$ cat src/hw/hsp_map.svh
// Offsets, field positions, reset values and timing counts of the hub
// strap/port-power block. Assumes a 250 MHz core clock.
`ifndef HSP_MAP_SVH
`define HSP_MAP_SVH

// ********************************************************************
// Clock and timing
// ********************************************************************
`define HSP_CLK_MHZ        250
`define HSP_CLK_KHZ        250000
`define HSP_PULLUP_MS      15
`define HSP_PULLUP_CYC     (`HSP_PULLUP_MS * `HSP_CLK_KHZ)
`define HSP_OC_FILT_NS     4000
`define HSP_OC_FILT_CYC    ((`HSP_OC_FILT_NS * `HSP_CLK_MHZ + 999) / 1000)
`define HSP_SMEM_HALF_NS   500
`define HSP_SMEM_HALF_CYC  ((`HSP_SMEM_HALF_NS * `HSP_CLK_MHZ + 999) / 1000)
`define HSP_PLL_MULT       4'h8

// ********************************************************************
// Register offsets (byte addresses)
// ********************************************************************
`define HSP_PWR_CTRL_OFS   12'h000
`define HSP_CFG_STAT_OFS   12'h004
`define HSP_IRQ_STAT_OFS   12'h008
`define HSP_IRQ_CLR_OFS    12'h00C
`define HSP_IRQ_EN_OFS     12'h010
`define HSP_VID_OFS        12'h014
`define HSP_PID_OFS        12'h018
`define HSP_PWR_STAT_OFS   12'h01C

// ********************************************************************
// Fields and reset values
// ********************************************************************
`define HSP_CFG_EXT_MEMORY_STRAP_BIT 0
`define HSP_CFG_GANG_BIT   1
`define HSP_CFG_SELF_BIT   2
`define HSP_CFG_CLKDIR_BIT 3
`define HSP_CFG_PULLUP_BIT 4
`define HSP_CFG_READY_BIT  5
`define HSP_CFG_SUSP_BIT   6
`define HSP_IRQ_OC_BIT     0
`define HSP_IRQ_PULLUP_BIT 1
`define HSP_IRQ_STRAP_BIT  2
`define HSP_IRQ_SUSP_BIT   3
`define HSP_IRQ_SMEM_BIT   4
`define HSP_IRQ_W          5
`define HSP_PWR_CTRL_RST   7'h00
`define HSP_IRQ_EN_RST     5'h00
`define HSP_SMEM_WORDS     2'h3
`define HSP_SMEM_CMD_BITS  5'h09
`define HSP_SMEM_LAST_BIT  5'h19
`define HSP_SMEM_READ_OP   3'h6
`define HSP_BUS_PORTS_MASK 7'h0F
`define HSP_SELF_PORTS_MASK 7'h7F

`endif

$ cat src/hw/hsp_pkg.sv
// Types shared by the hub strap/port-power block.
// Assumes nothing beyond a SystemVerilog compiler.
package hsp_pkg;
  localparam int HSP_PORTS = 7;
  typedef logic [HSP_PORTS-1:0] hsp_port_vec_t;
  typedef enum logic [2:0] {
    SMEM_IDLE,
    SMEM_XFER,
    SMEM_GAP,
    SMEM_DONE
  } hsp_smem_state_t;
endpackage

$ cat src/hw/hsp_oc_if.sv
// Carrier between the top and the overcurrent filter.
// Assumes both ends share core_clk.
`timescale 1ns/100ps
interface hsp_oc_if;
  import hsp_pkg::*;
  hsp_port_vec_t raw_n;
  hsp_port_vec_t filt;
  modport top    (output raw_n, input filt);
  modport filter (input raw_n, output filt);
endinterface

$ cat src/hw/hsp_top.sv
// Strap configuration, port power and upstream pull-up control of a
// seven-port hub, with an APB register slave and one interrupt line.
// Assumes all pins synchronous to core_clk (250 MHz).
//
// Contract
// - Memory strap high: default IDs, data pin is gang strap, clock unused.
// - Memory strap low: run serial memory reading IDs and gang setting.
// - Asserted overcurrent turns off power of the affected ports.
// - Ganged: all power enables switch together; any overcurrent trips all.
// - Nonganged: each power enable paired with its own overcurrent.
// - Overcurrent inputs are filtered against short spikes.
// - Clock strap low: core runs from the PLL output.
// - Clock strap high: direct input clock, PLL and oscillator powered down.
// - PLL multiplies 6 MHz reference to 48 MHz.
// - Suspend status output provided for external power-down.
// - Seven ports when self-powered, four when bus-powered.
// - Pull-up enable inactive 15 ms after reset or power strap change.
// - Then pull-up driven high until next reset or strap change.
`timescale 1ns/100ps
`include "hsp_map.svh"
module hsp_top
  import hsp_pkg::*;
#(
  parameter int unsigned  PULLUP_DELAY_CYC = `HSP_PULLUP_CYC,
  // Default identifiers: values are arbitrary
  parameter logic [15:0]  DEFAULT_VID      = 16'h1234,
  parameter logic [15:0]  DEFAULT_PID      = 16'h5678
) (
  input  wire logic        core_clk,
  input  wire logic        resetn,
  input  wire logic        psel,
  input  wire logic        penable,
  input  wire logic        pwrite,
  input  wire logic [11:0] paddr,
  input  wire logic [31:0] pwdata,
  output logic [31:0]      prdata,
  output logic             pready,
  output logic             pslverr,
  input  wire logic        ext_memory_strap,
  input  wire logic        clock_mode_strap,
  input  wire logic        power_source_strap,
  input  wire logic        hub_suspend,
  output logic             serial_mem_clock,
  output logic             serial_mem_clock_oe_n,
  output logic             serial_mem_select,
  input  wire logic        serial_mem_data_in,
  output logic             serial_mem_data_out,
  output logic             serial_mem_data_oe_n,
  input  wire logic [6:0]  port_overcurrent_in_n,
  output logic [6:0]       port_power_enable,
  output logic             core_clk_sel_pll,
  output logic             pll_powerdown,
  output logic             osc_powerdown,
  output logic [3:0]       pll_mult,
  output logic             suspend_status_out,
  output logic             upstream_pullup_enable,
  output logic             upstream_pullup_oe_n,
  output logic             irq
);

  // ******************************************************************
  // Reset release
  // ******************************************************************
  logic rst_meta_reg;
  logic rst_n_reg;
  always_ff @(posedge core_clk or negedge resetn) begin
    if (!resetn) begin
      rst_meta_reg <= 1'b0;
      rst_n_reg    <= 1'b0;
    end else begin
      rst_meta_reg <= 1'b1;
      rst_n_reg    <= rst_meta_reg;
    end
  end
  wire logic rst_n = rst_n_reg;

  // ******************************************************************
  // Strap capture
  // ******************************************************************
  // Memory and gang straps are static: caught once after release
  logic taken_reg;
  logic ext_strap_reg;
  logic gang_strap_reg;
  logic pwr_strap_reg;
  logic clk_strap_reg;
  always_ff @(posedge core_clk or negedge rst_n) begin
    if (!rst_n) begin
      taken_reg      <= 1'b0;
      ext_strap_reg  <= 1'b1;
      gang_strap_reg <= 1'b0;
      pwr_strap_reg  <= 1'b0;
      clk_strap_reg  <= 1'b0;
    end else begin
      taken_reg     <= 1'b1;
      pwr_strap_reg <= power_source_strap;
      clk_strap_reg <= clock_mode_strap;
      if (!taken_reg) begin
        ext_strap_reg  <= ext_memory_strap;
        gang_strap_reg <= serial_mem_data_in;
      end
    end
  end
  wire logic strap_change = taken_reg && (pwr_strap_reg != power_source_strap);
  wire logic self_powered = pwr_strap_reg;

  // ******************************************************************
  // Clock source selection
  // ******************************************************************
  assign core_clk_sel_pll = ~clk_strap_reg;
  assign pll_powerdown    = clk_strap_reg;
  assign osc_powerdown    = clk_strap_reg;
  assign pll_mult         = `HSP_PLL_MULT;

  // ******************************************************************
  // Serial memory reader
  // ******************************************************************
  // Words 0..2 hold vendor id, product id and gang setting
  localparam logic [7:0] HALF_MAX = 8'(`HSP_SMEM_HALF_CYC - 1);
  hsp_smem_state_t smem_state_reg;
  hsp_smem_state_t smem_state_next;
  logic [7:0]  div_reg;
  logic        sclk_reg;
  logic [4:0]  bit_reg;
  logic [1:0]  word_reg;
  logic [8:0]  cmd_reg;
  logic [15:0] shift_reg;
  logic [15:0] vid_mem_reg;
  logic [15:0] pid_mem_reg;
  logic        gang_mem_reg;
  wire logic tick      = div_reg == HALF_MAX;
  wire logic in_xfer   = smem_state_reg == SMEM_XFER;
  wire logic rise      = in_xfer && tick && !sclk_reg;
  wire logic fall      = in_xfer && tick && sclk_reg;
  wire logic word_end  = fall && (bit_reg == `HSP_SMEM_LAST_BIT);
  wire logic sending   = in_xfer && (bit_reg < `HSP_SMEM_CMD_BITS);
  wire logic smem_done = smem_state_reg == SMEM_DONE;
  wire logic [8:0] cmd_init = {`HSP_SMEM_READ_OP, 4'h0, word_reg};
  always_comb begin
    smem_state_next = smem_state_reg;
    unique case (smem_state_reg)
      SMEM_IDLE: begin
        if (taken_reg) begin
          smem_state_next = ext_strap_reg ? SMEM_DONE : SMEM_XFER;
        end
      end
      SMEM_XFER: begin
        if (word_end) begin
          smem_state_next = SMEM_GAP;
        end
      end
      SMEM_GAP: begin
        if (tick) begin
          smem_state_next = (word_reg == `HSP_SMEM_WORDS) ? SMEM_DONE : SMEM_XFER;
        end
      end
      SMEM_DONE: begin
        smem_state_next = SMEM_DONE;
      end
      default: begin
        smem_state_next = SMEM_IDLE;
      end
    endcase
  end
  always_ff @(posedge core_clk or negedge rst_n) begin
    if (!rst_n) begin
      smem_state_reg <= SMEM_IDLE;
      div_reg        <= 8'h00;
      sclk_reg       <= 1'b0;
    end else begin
      smem_state_reg <= smem_state_next;
      div_reg        <= tick ? 8'h00 : div_reg + 8'h01;
      sclk_reg       <= in_xfer && (tick ? !sclk_reg : sclk_reg);
    end
  end
  // Data changes on falling clock, sampled on rising clock
  always_ff @(posedge core_clk or negedge rst_n) begin
    if (!rst_n) begin
      bit_reg   <= 5'h00;
      word_reg  <= 2'h0;
      cmd_reg   <= 9'h000;
      shift_reg <= 16'h0000;
    end else if (smem_state_reg != SMEM_XFER) begin
      bit_reg <= 5'h00;
      cmd_reg <= cmd_init;
    end else begin
      if (rise && !sending) begin
        shift_reg <= {shift_reg[14:0], serial_mem_data_in};
      end
      if (fall) begin
        bit_reg <= bit_reg + 5'h01;
        cmd_reg <= {cmd_reg[7:0], 1'b0};
      end
      if (word_end) begin
        word_reg <= word_reg + 2'h1;
      end
    end
  end
  always_ff @(posedge core_clk or negedge rst_n) begin
    if (!rst_n) begin
      vid_mem_reg  <= 16'h0000;
      pid_mem_reg  <= 16'h0000;
      gang_mem_reg <= 1'b0;
    end else if (word_end) begin
      unique case (word_reg)
        2'h0: vid_mem_reg <= shift_reg;
        2'h1: pid_mem_reg <= shift_reg;
        2'h2: gang_mem_reg <= shift_reg[0];
        default: ;
      endcase
    end
  end
  // Clock and data pins float when the interface is disabled so the memory can be shared; select is driven low
  assign serial_mem_clock      = sclk_reg;
  assign serial_mem_clock_oe_n = ext_strap_reg || !in_xfer;
  assign serial_mem_select     = in_xfer;
  assign serial_mem_data_out   = cmd_reg[8];
  assign serial_mem_data_oe_n  = !sending;
  wire logic        ganged  = ext_strap_reg ? gang_strap_reg : gang_mem_reg;
  wire logic [15:0] eff_vid = ext_strap_reg ? DEFAULT_VID : vid_mem_reg;
  wire logic [15:0] eff_pid = ext_strap_reg ? DEFAULT_PID : pid_mem_reg;

  // ******************************************************************
  // Overcurrent filter and port power
  // ******************************************************************
  hsp_oc_if oc_bus ();
  assign oc_bus.raw_n = port_overcurrent_in_n;
  hsp_oc_filter u_oc_filter (
    .core_clk (core_clk),
    .rst_n    (rst_n),
    .oc       (oc_bus.filter)
  );
  logic [6:0] pwr_req_reg;
  logic [6:0] pwr_en_reg;
  logic [6:0] oc_prev_reg;
  wire logic [6:0] port_mask = self_powered ? `HSP_SELF_PORTS_MASK
                                            : `HSP_BUS_PORTS_MASK;
  wire logic [6:0] oc_live   = oc_bus.filt & port_mask;
  wire logic       gang_oc   = |oc_live;
  wire logic       gang_on   = pwr_req_reg[0] && !gang_oc;
  wire logic [6:0] pwr_gang  = {7{gang_on}} & port_mask;
  wire logic [6:0] pwr_port  = pwr_req_reg & ~oc_live & port_mask;
  wire logic [6:0] pwr_next  = !smem_done ? 7'h00
                             : (ganged ? pwr_gang : pwr_port);
  wire logic       oc_event  = |(oc_live & ~oc_prev_reg);
  always_ff @(posedge core_clk or negedge rst_n) begin
    if (!rst_n) begin
      pwr_en_reg  <= 7'h00;
      oc_prev_reg <= 7'h00;
    end else begin
      pwr_en_reg  <= pwr_next;
      oc_prev_reg <= oc_live;
    end
  end
  assign port_power_enable = pwr_en_reg;

  // ******************************************************************
  // Suspend status
  // ******************************************************************
  logic susp_reg;
  always_ff @(posedge core_clk or negedge rst_n) begin
    if (!rst_n) begin
      susp_reg <= 1'b0;
    end else begin
      susp_reg <= hub_suspend;
    end
  end
  // Outside logic stops its oscillator while this is high
  assign suspend_status_out = susp_reg;
  wire logic susp_event = hub_suspend && !susp_reg;
  // ******************************************************************
  // Upstream pull-up delay
  // ******************************************************************
  // Bus reset of the hub core does not reach this counter
  logic [31:0] pu_cnt_reg;
  logic        pu_on_reg;
  wire logic   pu_expire = !pu_on_reg && (pu_cnt_reg == PULLUP_DELAY_CYC - 1);
  always_ff @(posedge core_clk or negedge rst_n) begin
    if (!rst_n) begin
      pu_cnt_reg <= 32'h0000_0000;
      pu_on_reg  <= 1'b0;
    end else if (strap_change) begin
      pu_cnt_reg <= 32'h0000_0000;
      pu_on_reg  <= 1'b0;
    end else if (pu_expire) begin
      pu_on_reg <= 1'b1;
    end else if (!pu_on_reg) begin
      pu_cnt_reg <= pu_cnt_reg + 32'h0000_0001;
    end
  end
  assign upstream_pullup_enable = pu_on_reg;
  assign upstream_pullup_oe_n   = !pu_on_reg;

  // ******************************************************************
  // APB slave
  // ******************************************************************
  logic [`HSP_IRQ_W-1:0] irq_stat_reg;
  logic [`HSP_IRQ_W-1:0] irq_en_reg;
  logic [31:0]           rdata_reg;
  logic                  err_reg;
  wire logic setup  = psel && !penable;
  wire logic wr_acc = psel && penable && pwrite;
  wire logic hit_pctl = paddr == `HSP_PWR_CTRL_OFS;
  wire logic hit_cfg  = paddr == `HSP_CFG_STAT_OFS;
  wire logic hit_ist  = paddr == `HSP_IRQ_STAT_OFS;
  wire logic hit_icl  = paddr == `HSP_IRQ_CLR_OFS;
  wire logic hit_ien  = paddr == `HSP_IRQ_EN_OFS;
  wire logic hit_vid  = paddr == `HSP_VID_OFS;
  wire logic hit_pid  = paddr == `HSP_PID_OFS;
  wire logic hit_pst  = paddr == `HSP_PWR_STAT_OFS;
  wire logic mapped   = hit_pctl | hit_cfg | hit_ist | hit_icl
                      | hit_ien | hit_vid | hit_pid | hit_pst;
  wire logic [6:0] cfg_bits = {susp_reg, smem_done, pu_on_reg, clk_strap_reg,
                               self_powered, ganged, ext_strap_reg};
  wire logic [31:0] rd_mux =
      hit_pctl ? {25'h0, pwr_req_reg} :
      hit_cfg  ? {25'h0, cfg_bits} :
      hit_ist  ? {27'h0, irq_stat_reg} :
      hit_ien  ? {27'h0, irq_en_reg} :
      hit_vid  ? {16'h0, eff_vid} :
      hit_pid  ? {16'h0, eff_pid} :
      hit_pst  ? {9'h0, oc_live, 9'h0, pwr_en_reg} : 32'h0000_0000;
  // Answer registered in setup so access phase needs no wait state
  always_ff @(posedge core_clk or negedge rst_n) begin
    if (!rst_n) begin
      rdata_reg <= 32'h0000_0000;
      err_reg   <= 1'b0;
    end else if (setup) begin
      rdata_reg <= pwrite ? 32'h0000_0000 : rd_mux;
      err_reg   <= !mapped || (pwrite && (hit_cfg || hit_ist || hit_vid
                                          || hit_pid || hit_pst));
    end
  end
  assign pready  = psel && penable;
  assign prdata  = rdata_reg;
  assign pslverr = psel && penable && err_reg;
  always_ff @(posedge core_clk or negedge rst_n) begin
    if (!rst_n) begin
      pwr_req_reg <= `HSP_PWR_CTRL_RST;
      irq_en_reg  <= `HSP_IRQ_EN_RST;
    end else if (wr_acc) begin
      if (hit_pctl) begin
        pwr_req_reg <= pwdata[6:0];
      end
      if (hit_ien) begin
        irq_en_reg <= pwdata[`HSP_IRQ_W-1:0];
      end
    end
  end

  // ******************************************************************
  // Interrupt status
  // ******************************************************************
  // A new event beats a clear written in the same cycle
  wire logic [`HSP_IRQ_W-1:0] irq_set = {smem_state_next == SMEM_DONE && !smem_done,
                                         susp_event, strap_change, pu_expire, oc_event};
  wire logic [`HSP_IRQ_W-1:0] irq_clr = (wr_acc && hit_icl) ? pwdata[`HSP_IRQ_W-1:0] : 5'h00;
  always_ff @(posedge core_clk or negedge rst_n) begin
    if (!rst_n) begin
      irq_stat_reg <= 5'h00;
    end else begin
      irq_stat_reg <= (irq_stat_reg & ~irq_clr) | irq_set;
    end
  end
  assign irq = |(irq_stat_reg & irq_en_reg);

endmodule

$ cat src/hw/hsp_oc_filter.sv
// Glitch filter for the active-low overcurrent inputs.
// Assumes inputs already synchronous to core_clk.
`timescale 1ns/100ps
`include "hsp_map.svh"
module hsp_oc_filter
  import hsp_pkg::*;
(
  input  wire logic core_clk,
  input  wire logic rst_n,
  hsp_oc_if.filter  oc
);
  localparam logic [11:0] FILT_MAX = 12'(`HSP_OC_FILT_CYC - 1);

  // ******************************************************************
  // Per-port stability counters
  // ******************************************************************
  // Level must hold FILT_MAX+1 cycles before it is believed either way
  for (genvar i = 0; i < HSP_PORTS; i++) begin : g_port
    logic [11:0] cnt_reg;
    logic        filt_reg;
    wire logic   raw_oc = ~oc.raw_n[i];
    wire logic   differs = raw_oc != filt_reg;
    always_ff @(posedge core_clk or negedge rst_n) begin
      if (!rst_n) begin
        cnt_reg  <= 12'h000;
        filt_reg <= 1'b0;
      end else if (!differs) begin
        cnt_reg <= 12'h000;
      end else if (cnt_reg == FILT_MAX) begin
        cnt_reg  <= 12'h000;
        filt_reg <= raw_oc;
      end else begin
        cnt_reg <= cnt_reg + 12'h001;
      end
    end
    assign oc.filt[i] = filt_reg;
  end
endmodule

$ cat config.mk
export PLATFORM = sky130hd
export DESIGN_NAME = hsp_top
export DESIGN_NICKNAME = d
export VERILOG_FILES = /design/src/hw/hsp_pkg.sv /design/src/hw/hsp_oc_if.sv /design/src/hw/hsp_top.sv /design/src/hw/hsp_oc_filter.sv
export VERILOG_INCLUDE_DIRS = /design/src /design/src/hw
export SDC_FILE = /design/constraint.sdc
export NUM_CORES = 1
export LEC_CHECK = 0
export BUFFER_PORTS_ARGS = -buffer_cell sky130_fd_sc_hd__buf_4
export CORE_MARGIN = 4
export CORE_UTILIZATION = 45
export CTS_BUF_LIST = sky130_fd_sc_hd__clkbuf_2
export DETAILED_ROUTE_END_ITERATION = 10
export GPL_TIMING_DRIVEN = 0
export SLEW_MARGIN = 10
export SYNTH_ARGS = -nofsm -noshare
export SYNTH_HDL_FRONTEND = slang
export SYNTH_SLANG_ARGS = --single-unit
$ cat constraint.sdc
create_clock -name core_clk -period 19.25 [get_ports core_clk]
set_clock_uncertainty 0.05 [all_clocks]
set_input_delay 1.925 -clock core_clk [delete_from_list [all_inputs] [get_ports core_clk]]
set_output_delay 1.925 -clock core_clk [all_outputs]
set_load 0.03 [all_outputs]
Word-level counts from Yosys, hierarchy flattened
Cells that the tools add are included.
W data, S select, Z words.
- bits of input ports: 61
- output and inout port bits: 57
- register bits after elaboration: 273
- muxes and demuxes: 46
- equal/unequal tests: 35
- bitwise logic cells: 27
- $add $sub $neg: 11
- magnitude comparators: 1
- reduce and logical (&&, ||, !) cells: 56
- operators with widths (operator ; number):
    $mux W23 ; 8
    $mux W12 ; 14
    $mux W32 ; 3
    $add A12 B1 Y12 const B ; 7
    $eq A12 B10 Y1 const B ; 7
    $eq A12 B5 Y1 const B ; 4
    $and A7 B7 Y7 ; 5
    $add A32 B1 Y32 const B ; 1
    $eq A32 B22 Y1 const B ; 1
    $mux W16 ; 2
    $reduce_and A2 Y1 ; 15
    $eq A12 B4 Y1 const B ; 2
    $mux W7 ; 3
    $logic_and A1 B1 Y1 ; 18
    $mux W9 ; 2
    $mux W5 ; 3
    $not A7 Y7 ; 2
    $reduce_or A7 Y1 ; 2
    $eq A12 B3 Y1 const B ; 1
    $logic_not A12 Y1 ; 1
    $pmux W3 S4 ; 1
    $and A5 B5 Y5 ; 2
    $eq A3 B2 Y1 const B ; 3
    $logic_not A1 Y1 ; 9
    other kinds (25) ; 60

Longest topological paths before layout
- depth in word-level cells: 10
- gate-level depth with buffers: 8
- mapped depth without buffers: 7

By module
A second synthesis with hierarchy kept.
- cells, all modules: 1176
- area, all modules: 12580.8 um^2
- modules (own cells, without submodules) (module ; instances ; sequential area each (um^2) ; cells each ; area an instance (um^2)):
    hsp_top ; 1 ; 4330.4 ; 736 ; 8210.4
    hsp_oc_filter ; 1 ; 2277.2 ; 440 ; 4370.4

Least setup slack after synthesis
OpenSTA, ideal clock, no wires.
- kind: input to output
- from: in psel
- to: out pslverr
- path buffers: 0
- stages on the path: 1
- setup slack: 15.038 ns
- data required time: 17.275 ns
- arrival: 2.237 ns
- path through: and3_1
- word-level cells in the longest chain between the ends: 2
- RTL lines (what ; line ; text):
    start, declared ; hsp_top.sv:31 ; input wire logic psel,
    $logic_and A1 B1 Y1 (2 in series) ; hsp_top.sv:335 ; assign pslverr = psel && penable && err_reg;
    end, declared ; hsp_top.sv:38 ; output logic pslverr,
No other way between the ends.

Worst setup path after layout
- from: reg smem_state_reg[0]
- to: out serial_mem_data_oe_n
- word-level cells in the longest chain between the ends: 3
- RTL lines (what ; line ; text):
    start, declared ; hsp_top.sv:119 ; hsp_smem_state_t smem_state_reg;
    start signal, assigned ; hsp_top.sv:170 ; smem_state_reg <= smem_state_next;
    $eq A3 B1 Y1 ; hsp_top.sv:131 ; wire logic in_xfer = smem_state_reg == SMEM_XFER;
    $logic_and A1 B1 Y1 ; hsp_top.sv:135 ; wire logic sending = in_xfer && (bit_reg < `HSP_SMEM_CMD_BITS);
    $logic_not A1 Y1 ; hsp_top.sv:217 ; assign serial_mem_data_oe_n = !sending;
    end, declared ; hsp_top.sv:48 ; output logic serial_mem_data_oe_n,
No other way between the ends.

==> metrics.cfg <==
[outcome]
run_status=finished clean

[power_and_ir_drop]
internal_power_mw=0.7626
p_per_area_nw_per_um2=73.11
p_leak_nw=6.659
power_switching_mw=0.2867
power_mw=1.049
combPwrFrac_pct=7.1
ir_drop_mv=0.03909
pwr-share-seq_pct=55.0
swShare_pct=27.32
p_clk_share_pct=37.9

[logic_synthesis]
yosysTopAreaCell=dfrtp_1
synth_common_cells=dfrtp_1 (263), nor2_1 (165), nand2_1 (91)
synth-edff-count=0
synth_top_area_share_pct=52.76
yosys_warnings=0
ys_types=78
syn_inst=1185
seq_area_frac_synth_pct=52.97
synth_area_leaders=dfrtp_1 (53%), nor2_1 (5.0%), xnor2_1 (4.4%)
dominantRegCellSynth=dfrtp_1
synthArstFlopShare_pct=100.0
synthesis.area_um2=12470
synth-seq-cells=264
synth_most_common_cell=dfrtp_1
syn-mean-instance-area_um2=10.53

[die]
die_x_um=174.5
num_io_pins=118
die-area_um2=30450
die_h_um=174.5
start_util_pct=46.03
fp-row-count=60
core_um2=27100

[clock_tree]
htreeDepth=3
cts_tree=yes
hold_buffers=0
ctsResizeCount=0
clk_pin_slew_ns=0.11
cts_sinks=264
postCtsSetupRepairBufs=0
cts_buffer_depth=3
ctsRootBufferMaster=clkbuf_2
worstSkewPairLatency_ns=0.84
cts_inserted_buffers=71

[cells_and_area]
drive_above_1_share_pct=21.99
nets=1432
area_delta_synth_final_pct=15.06
regArea_um2=6611
final_cell_area_um2=14350
multi_input_area_um2=5497
num-fill-cells=2518
largest_register_ffs=84

[timing]
setup_slack_ns=14.87
worstMarginPinSlew_ns=1.249
fin_crit_ns=4.376
hold_viol_final=0
final_max_slew_viol_count=0
setup_viol_count_final=0
rsz0062_at_grt=no
tns_ns=0
slew_headroom_pct=15.94
timing.fmax_ghz=0.2285
fin_crit_sh_pct=22.73

[detailed_routing]
dr_total_vias=9186
viasPerCell=5.164
routed_wl_um=28370
routedWlPerCell_um=15.94
ant_nets=0
dr.pass1.iters=5
drt-initial-drc-count=545
drc=0

[worst_setup_path]
critPathCaptureType=output port
arrival_ns=2.40
critPathRequiredTime_ns=17.27
startpoint_type=flop
worst-path-max-fanout=6
worstSetupPathType=flop to output port

[grt]
grt_pass1_wl_um=47780
grt_max_degree=64
grt_pass1_vias=9390
globalRouteTotalUtil_pct=19.03
antenna_found_initial=2
grt_overflow_total=0

[placement]
portBuffers=79
place_area_um2=13700
hpwl_um=20170
pre_cts_ws_ns=14.75
gp_congestion=0.8767

[min_path]
hold_path_class=flop to asynchronous set/reset pin

[flow_run]
drv_cap=0

==> power by group through the flow <==
stage / clock [mW] / combinational (mW) / sequential (mW)
2_1_floorplan: 0 / 0.0419 / 0.593
3_3_place_gp: 0 / 0.0625 / 0.597
3_5_place_dp: 0 / 0.0755 / 0.588
4_1_cts: 0.420 / 0.0758 / 0.577
5_1_grt: 0.449 / 0.0845 / 0.579
6_report: 0.398 / 0.0747 / 0.577
==> cell type report <==
type | instances | share of cell area (%)
Clock inverter | 19 | 0.8892
Antenna cell | 2 | 0.03487
Sequential cell | 264 | 46.06
Inverter | 42 | 1.098
Buffer | 50 | 1.848
Clock buffer | 104 | 3.627
Timing Repair Buffer | 83 | 4.899
Tap cell | 372 | 3.243
Multi-Input combinational cell | 843 | 38.30
==> per-stage QoR <==
stage          cells  utilization [%]  hold slack, ns
2_1_floorplan   1199                -          0.2812
4_1_cts         1777            52.94          0.2638
3_3_place_gp    1650            50.13          0.2922
3_5_place_dp    1654            50.55          0.3096
6_report        1779            52.96          0.2477
5_1_grt         1779            52.96          0.3189
==> layout by cell type (no fill, tap or decap), drive strengths merged, types with 10 or more instances in the layout <==
master  count
a21oi      30
a22o       10
and3       17
buf       107
clkbuf    130
clkinv     17
conb       16
dfrtp     263
ha         16
inv        42
mux2       64
mux2i      13
nand2      93
nand2b     15
nand3      67
nand4      25
nor2      165
nor3       19
nor4       24
o21ai      39
or3        12
or4        12
xnor2      63
xor2       38
==> critical path, stage by stage, from the launching register on <==
cell and delay (ns):
dfrtp_1 0.41, inv_2 0.07, or3_1 0.33, buf_2 0.18, nor3_2 0.33, inv_1 0.07
buf_4 0.17
==> kinds of logic after synthesis <==
group / count (synthesis) / share of synthesized area (%)
AND/OR/NAND/NOR: 484 / 19.60
flip-flops: 264 / 52.97
AO/OA/AOI/OAI: 149 / 7.864
multiplexers: 77 / 7.422
buffers and inverters: 92 / 3.390
XOR/XNOR: 101 / 7.091
other: 2 / 0.06020
adder cells (fa/ha/maj): 16 / 1.605
==> final timing paths <==
path,start,end,slack (ns),depth (start not counted)
setup reg to reg,div_reg[0]$_DFF_PN0_,shift_reg[10]$_DFFE_PN0P_,16.50,8
setup / recovery,smem_state_reg[0]$_DFF_PN0_,serial_mem_data_oe_n,14.87,6
hold reg to reg,rst_n$_DFF_PN0_,pu_cnt_reg[17]$_DFFE_PN0P_,0.25,0
max in group asynchronous,rst_n$_DFF_PN0_,u_oc_filter.g_port[0].cnt_reg[7]$_DFF_PN0_,17.81,2
min in group core_clk,rst_meta_reg$_DFF_PN0_,rst_n$_DFF_PN0_,0.37,0
hold / removal,rst_n$_DFF_PN0_,pu_cnt_reg[17]$_DFFE_PN0P_,0.25,0
==> per-layer routing <==
| layer | track usage [%] | vias up | share of wire (%) |
|---|---|---|---|
| li1 | - | 4496 | - |
| met1 | 25.99 | 4440 | 46 |
| met2 | 30.45 | 208 | 48 |
| met3 | 3.871 | 42 | 4.3 |
| met4 | 6.547 | 0 | 1.9 |
| met5 | 0 | - | 0 |
No activity file was read; power rests on OpenSTA's default activity.
